File: src/common/abrm_map.svh
// Purpose: Offsets, field positions, reset values and codes of the bias and monitor registers
// Assumes: Register index times four gives the APB byte address
// Notes:   Definitions only
`ifndef ABRM_MAP_SVH
`define ABRM_MAP_SVH

`define ABRM_IDX_BIAS        4'h1
`define ABRM_IDX_MUX_CONTROL_ONE        4'h2
`define ABRM_ADDR_BIAS       {`ABRM_IDX_BIAS, 2'h0}
`define ABRM_ADDR_MUX_CONTROL_ONE       {`ABRM_IDX_MUX_CONTROL_ONE, 2'h0}

`define ABRM_MUX_CONTROL_ONE_CLK_BIT    7
`define ABRM_MUX_CONTROL_ONE_REFC_HI    6
`define ABRM_MUX_CONTROL_ONE_REFC_LO    5
`define ABRM_MUX_CONTROL_ONE_RSEL_HI    4
`define ABRM_MUX_CONTROL_ONE_RSEL_LO    3
`define ABRM_MUX_CONTROL_ONE_MON_HI     2
`define ABRM_MUX_CONTROL_ONE_MON_LO     0

`define ABRM_RST_BIAS        8'h00
`define ABRM_RST_REFC        2'h0
`define ABRM_RST_RSEL        2'h0
`define ABRM_RST_MON         3'h0

`define ABRM_REFC_OFF        2'h0
`define ABRM_REFC_ON         2'h1
`define ABRM_RSEL_INT_PINS   2'h3
`define ABRM_MON_NORMAL      3'h0
`define ABRM_MON_OFFSET      3'h1
`define ABRM_GAIN_UNITY      3'h0

`endif

File: src/common/abrm_pkg.sv
// Purpose: Types shared by the bias and monitor register bank
// Assumes: Nothing beyond the map header
// Notes:   Source enum order follows the monitor select codes
package abrm_pkg;

  typedef enum logic [2:0] {
    ABRM_SRC_NORMAL,
    ABRM_SRC_MID_SUPPLY,
    ABRM_SRC_REF_FULL,
    ABRM_SRC_TEMP_DIODE,
    ABRM_SRC_REF1_QUARTER,
    ABRM_SRC_REF0_QUARTER,
    ABRM_SRC_AVDD_QUARTER,
    ABRM_SRC_DVDD_QUARTER
  } abrm_src_t;

  typedef struct packed {
    abrm_src_t src;
    logic      inputs_connected;
    logic      gain_forced;
  } abrm_route_t;

  typedef struct packed {
    abrm_src_t  src;
    logic       inputs_connected;
    logic [2:0] positive_input_select;
    logic [2:0] negative_input_select;
    logic [7:0] bias_enable;
    logic       ref_select_active;
    logic [1:0] ref_select;
    logic       drive_ext_ref0_pins;
    logic       ref_power_on;
    logic [2:0] gain;
  } abrm_front_end_t;

endpackage : abrm_pkg

File: src/rtl/abrm_regs.sv
// Purpose: APB register bank for input bias enables and the reference and monitor control
// Assumes: All inputs synchronous to pclk; master keeps the request until pready
// Notes:   Every access takes two access-phase cycles; front end outputs lag one cycle
`include "abrm_map.svh"

module abrm_regs
#(
  parameter int ADDR_W     = 12,
  parameter int NUM_INPUTS = 8
)
(
  input  wire logic                     pclk,
  input  wire logic                     presetn,
  input  wire logic                     psel,
  input  wire logic                     penable,
  input  wire logic                     pwrite,
  input  wire logic [ADDR_W-1:0]        paddr,
  input  wire logic [31:0]              pwdata,
  input  wire logic [3:0]               pstrb,
  output      logic [31:0]              prdata,
  output      logic                     pready,
  output      logic                     pslverr,
  input  wire logic                     ext_clock_in_use,
  input  wire logic                     conversion_active,
  input  wire logic                     sleep_command,
  input  wire logic                     start_pin,
  input  wire logic [2:0]               programmed_gain,
  input  wire logic [2:0]               positive_input_select,
  input  wire logic [2:0]               negative_input_select,
  output      abrm_pkg::abrm_front_end_t front_end
);

  logic [NUM_INPUTS-1:0]     input_bias_enable;
  logic [1:0]                internal_ref_control;
  logic [1:0]                ref_select;
  logic [2:0]                system_monitor_select;
  logic                      clock_source_status;
  logic                      sel_bias;
  logic                      sel_mux_control_one;
  logic                      mapped;
  logic                      access_first;
  logic                      access_done;
  logic                      write_ok;
  logic [7:0]                read_value;
  logic                      monitor_normal;
  abrm_pkg::abrm_route_t     route;
  abrm_pkg::abrm_front_end_t next_front_end;

  // Decode and APB handshake
  assign sel_bias     = paddr == ADDR_W'(`ABRM_ADDR_BIAS);
  assign sel_mux_control_one     = paddr == ADDR_W'(`ABRM_ADDR_MUX_CONTROL_ONE);
  assign mapped       = sel_bias | sel_mux_control_one;
  assign access_first = psel & penable & ~pready;
  assign access_done  = psel & penable & pready;
  // Low lane only; a write without it is dropped silently
  assign write_ok     = access_done & pwrite & mapped & pstrb[0];

  always_comb
  begin
    read_value = 8'h00;
    if (sel_bias)
    begin
      read_value = 8'(input_bias_enable);
    end
    else if (sel_mux_control_one)
    begin
      read_value = {clock_source_status, internal_ref_control, ref_select, system_monitor_select};
    end
  end

  always_ff @(posedge pclk or negedge presetn)
  begin
    if (!presetn)
    begin
      pready <= 1'b0;
    end
    else
    begin
      pready <= access_first;
    end
  end

  always_ff @(posedge pclk or negedge presetn)
  begin
    if (!presetn)
    begin
      prdata  <= 32'h0000_0000;
      pslverr <= 1'b0;
    end
    else if (access_first)
    begin
      prdata  <= pwrite ? 32'h0000_0000 : {24'h00_0000, read_value};
      pslverr <= ~mapped;
    end
    else if (pready)
    begin
      pslverr <= 1'b0;
    end
  end

  // Sampled each cycle so a read shows the present clock source
  always_ff @(posedge pclk or negedge presetn)
  begin
    if (!presetn)
    begin
      clock_source_status <= 1'b0;
    end
    else
    begin
      clock_source_status <= ext_clock_in_use;
    end
  end

  always_ff @(posedge pclk or negedge presetn)
  begin
    if (!presetn)
    begin
      input_bias_enable <= NUM_INPUTS'(`ABRM_RST_BIAS);
    end
    else if (write_ok && sel_bias)
    begin
      input_bias_enable <= pwdata[NUM_INPUTS-1:0];
    end
  end

  // Status bit is not stored, so writes to it have no effect
  always_ff @(posedge pclk or negedge presetn)
  begin
    if (!presetn)
    begin
      internal_ref_control  <= `ABRM_RST_REFC;
      ref_select            <= `ABRM_RST_RSEL;
      system_monitor_select <= `ABRM_RST_MON;
    end
    else if (write_ok && sel_mux_control_one)
    begin
      internal_ref_control  <= pwdata[`ABRM_MUX_CONTROL_ONE_REFC_HI:`ABRM_MUX_CONTROL_ONE_REFC_LO];
      ref_select            <= pwdata[`ABRM_MUX_CONTROL_ONE_RSEL_HI:`ABRM_MUX_CONTROL_ONE_RSEL_LO];
      system_monitor_select <= pwdata[`ABRM_MUX_CONTROL_ONE_MON_HI:`ABRM_MUX_CONTROL_ONE_MON_LO];
    end
  end

  abrm_route u_route
  (
    .code  (system_monitor_select),
    .route (route)
  );

  assign monitor_normal = system_monitor_select == `ABRM_MON_NORMAL;

  always_comb
  begin
    next_front_end.src                   = route.src;
    next_front_end.inputs_connected      = route.inputs_connected;
    next_front_end.positive_input_select = positive_input_select;
    next_front_end.negative_input_select = negative_input_select;
    next_front_end.bias_enable           = monitor_normal ? 8'(input_bias_enable) : 8'h00;
    next_front_end.ref_select_active     = monitor_normal;
    next_front_end.ref_select            = ref_select;
    next_front_end.drive_ext_ref0_pins   = monitor_normal && (ref_select == `ABRM_RSEL_INT_PINS);
    // Reference monitors and excitation sources rely on software enabling the reference
    case (internal_ref_control)
      `ABRM_REFC_OFF: next_front_end.ref_power_on = 1'b0;
      `ABRM_REFC_ON:  next_front_end.ref_power_on = 1'b1;
      default:        next_front_end.ref_power_on = conversion_active & ~sleep_command & start_pin;
    endcase
    next_front_end.gain = route.gain_forced ? `ABRM_GAIN_UNITY : programmed_gain;
  end

  always_ff @(posedge pclk or negedge presetn)
  begin
    if (!presetn)
    begin
      front_end <= '0;
    end
    else
    begin
      front_end <= next_front_end;
    end
  end
endmodule : abrm_regs

File: src/rtl/abrm_route.sv
// Purpose: Decode of the system monitor select code into a converter input route
// Assumes: Pure combinational, code comes from a register
// Notes:   Only the normal code leaves the analog inputs connected
module abrm_route
(
  input  wire logic [2:0]          code,
  output abrm_pkg::abrm_route_t    route
);

  always_comb
  begin
    route.inputs_connected = 1'b0;
    route.gain_forced      = 1'b1;
    case (code)
      3'h0:
      begin
        route.src              = abrm_pkg::ABRM_SRC_NORMAL;
        route.inputs_connected = 1'b1;
        route.gain_forced      = 1'b0;
      end
      3'h1:
      begin
        route.src         = abrm_pkg::ABRM_SRC_MID_SUPPLY;
        route.gain_forced = 1'b0;
      end
      3'h2:    route.src = abrm_pkg::ABRM_SRC_REF_FULL;
      3'h3:    route.src = abrm_pkg::ABRM_SRC_TEMP_DIODE;
      3'h4:    route.src = abrm_pkg::ABRM_SRC_REF1_QUARTER;
      3'h5:    route.src = abrm_pkg::ABRM_SRC_REF0_QUARTER;
      3'h6:    route.src = abrm_pkg::ABRM_SRC_AVDD_QUARTER;
      3'h7:    route.src = abrm_pkg::ABRM_SRC_DVDD_QUARTER;
      default: route.src = abrm_pkg::ABRM_SRC_NORMAL;
    endcase
  end

endmodule : abrm_route
File: config.mk
export PLATFORM = sky130hd
export DESIGN_NAME = abrm_regs
export DESIGN_NICKNAME = d
export VERILOG_FILES = /design/src/common/abrm_pkg.sv /design/src/rtl/abrm_regs.sv /design/src/rtl/abrm_route.sv
export VERILOG_INCLUDE_DIRS = /design/src /design/src/common
export SDC_FILE = /design/constraint.sdc
export NUM_CORES = 1
export LEC_CHECK = 0
export BUFFER_PORTS_ARGS = -buffer_cell sky130_fd_sc_hd__buf_4
export CORE_MARGIN = 1.5
export CORE_UTILIZATION = 43
export CTS_CLUSTER_DIAMETER = 50
export DETAILED_ROUTE_END_ITERATION = 7
export PLACE_DENSITY = 0.89
export SYNTH_ARGS = -nofsm -noshare
export SYNTH_HDL_FRONTEND = slang
export SYNTH_HIERARCHICAL = 1
export SYNTH_SLANG_ARGS = --single-unit
File: constraint.sdc
create_clock -name pclk -period 1.9 [get_ports pclk]
set_clock_uncertainty 0.15 [all_clocks]
set_input_delay 0.095 -clock pclk [delete_from_list [all_inputs] [get_ports pclk]]
set_output_delay 0.095 -clock pclk [all_outputs]
set_load 0.05 [all_outputs]
==> flow_summary.yaml <==
detailed_routing:
  antenna_left: 0
  drt_iter0_drc: 36
  routed_via_density: 4.59
  via_count: 1454
  post_drt_wl_per_cell_um: 13.6
  finalWirelength_um: 4310
  first_pass_iters: 4
  drc_errors: 0
cells_and_area:
  layout.nets: 328
  instances_no_fill: 317
  area_delta_synth_final_pct: 43.0
  drive_above_1_share_pct: 41.4
  n_antenna_cell: 0
  fillCellCount: 364
  regArea_sq_mm: 0.00130
  design_area_sq_mm: 0.00296
  multi_input_area_sq_um: 634
  post-route-util_pct: 63.4
sta:
  worst_slew_pin_slew_ps: 631
  setup_viol: 0
  maxSlewViolCount: 0
  timing.fmax_mhz: 607
  relSlewSlack_pct: 58.0
  rsz0062_at_grt: "false"
  hold_viol: 0
  period_needed_ps: 1650
  fin_crit_sh_pct: 86.6
floorplanning:
  die_h_um: 72.3
  die_area_sq_mm: 0.00523
  die_x_um: 72.3
  rows: 25
  start_util_pct: 44.3
  coreArea_sq_mm: 0.00466
  ioPinCount: 126
global_routing:
  grt_usage_pct: 17.5
  grt_busiest_layer: "met2"
  gr-usage-met2_pct: 31.4
  use_met1_pct: 18.6
  grt_pass1_vias: 1470
  met3_usage_pct: 5.56
  grt_start_max_net_pins: 53
  grt_pass1_wl_um: 6780
  gr-total-overflow: 0
  antenna_found_initial: 0
job:
  drv_cap: 0
setup_path:
  crit_required_ps: 1960
  crit_type: "input port to register"
  crit_path_end_kind: "register"
  start_kind: "input port"
  critPathArrivalTime_ps: 1710
  critical_path.max_fanout: 7
synth:
  ys_types: 27
  avgSynthCellArea_sq_um: 13.0
  synthAdderAreaFrac_pct: 0
  synthMuxAreaShare_pct: 8.17
  yosysMostFrequentCell: "dfrtp_1"
  synth-edff-count: 0
  yosysSeqAreaShare_pct: 63.0
  synth_flop_cell: "dfrtp_1"
  synth_cells: 159
  yosysWarnings: 6
  yosys.area.top_type: "dfrtp_1"
  syn_area_sq_mm: 0.00207
  synth_compound_gate_area_share_pct: 6.72
  ys_seq_elements: 52
  yosysTopAreaCellShare_pct: 63.0
  synthSimpleGateAreaFrac_pct: 11.4
  synth_common_cells: "dfrtp_1 (52), buf_4 (24), mux2_2 (15)"
  ys_top_cells_by_area: "dfrtp_1 (63%), buf_4 (8.7%), mux2_2 (8.2%)"
  async_flop_share_pct: 100
  synth_top_family_by_area: "simple AND/OR/NAND/NOR gates"
  yosys.area_share.xor_xnor_pct: 0
place:
  io_buffers: 74
  gp_congestion: 0.729
  numPlacedInstances: 285
  place_area_sq_mm: 0.00262
  dp_hpwl_um: 3110
power_and_ir_drop:
  powerDensity_mw_per_mm2: 715
  p_leak_uw: 0.00152
  irDropWorstVdd_mv: 0.341
clock_tree:
  cts_tree: "built"
  insertion_delay_ps: 300
  clock_path_buffers: 2
  numCtsBuffers: 5
  cts_setup_buffers: 0
  clk_pin_slew_ps: 90
  clock_sinks: 52
  htreeDepth: 2
  cts_root_buf: "clkbuf_8"
status:
  status: "finished, final reports clean"
min_path:
  hold_class: "input port to register"
## state kept, by name, summed over array words and instances, names as in the netlist
| signal | count |
|---|---|
| clock_source_status | 1 |
| front_end | 26 |
| input_bias_enable | 8 |
| internal_ref_control | 2 |
| prdata | 8 |
| pready | 1 |
| pslverr | 1 |
| ref_select | 2 |
| system_monitor_select | 3 |
## routing by layer
layer / share of wire, % / routed length [um]
met1: 37 / 1600
met4: 2.4 / 102
met2: 55 / 2370
met3: 5.4 / 231
met5: 0 / 0
## critical path, cell delays in order
cell	delay (ps)
buf_4	110
or4_4	530
nor4_4	310
buf_4	180
nand2b_1	190
o31ai_1	290
## kinds of logic (layout without fill, tap and decap cells)
group                  Yosys count  count (layout)
muxes                           15              15
DFF                             52              52
and+or+nand+nor                 38              38
other                            1              24
buffers and inverters           34             115
AOI/OAI and AO/OA               19              19
## where the power goes
group          switching, uW  internal (uW)
clock                    358            298
sequential              5.80           1120
combinational            221            111
## path summary, 6_finish.rpt
path	startpoint	end	slack, ps	cells past startpoint
setup reg to reg	pready	ref_select[1]	370	4
setup / recovery	paddr[5]	prdata[7]	250	6
max in group asynchronous	presetn	front_end[17]	980	2
hold / removal	psel	pslverr	20	4
hold reg to reg	ref_select[1]	front_end[6]	290	0
min in group asynchronous	presetn	front_end[20]	210	2
## per-stage QoR
step	worst slack, ps	hold slack [ps]	setup TNS (ps)	total power, uW
final	254	19.0	0	2110
after floorplan	147	-351	0	1360
after global routing	111	60.5	0	2180
after global placement	-48.3	2.81	-606	1440
after CTS	235	10.7	0	2130
after detailed placement	-85.8	5.54	-818	1440
## area by class of cell
type	count	share of cell area, %
Tap cell	54	2.29
Multi-Input combinational cell	96	21.5
Timing Repair Buffer	105	28.7
Inverter	2	0.254
Clock inverter	2	0.466
Clock buffer	6	2.79
Sequential cell	52	44.0
## repair_timing
| action | in CTS | in global routing |
|---|---|---|
| endpoints found under the setup margin | 0 | 0 |
| hold endpoints to repair | 80 | 0 |
| resized for setup | 0 | 0 |
| hold buffers | 24 | 0 |
## placed cells by master (no fill, tap or decap), types with 2 or more instances in the layout
| cell | count |
|---|---|
| and2_1 | 8 |
| inv_1 | 2 |
| nor2_1 | 3 |
| dfrtp_1 | 52 |
| o31ai_1 | 7 |
| nand3_2 | 2 |
| buf_4 | 81 |
| conb_1 | 24 |
| nand2_1 | 8 |
| dlygate4sd3_1 | 24 |
| mux2_2 | 15 |
| clkbuf_8 | 6 |
| nor2b_1 | 5 |
| a22oi_1 | 8 |
| nor3_1 | 3 |
Power figures use the tool's default switching activity.
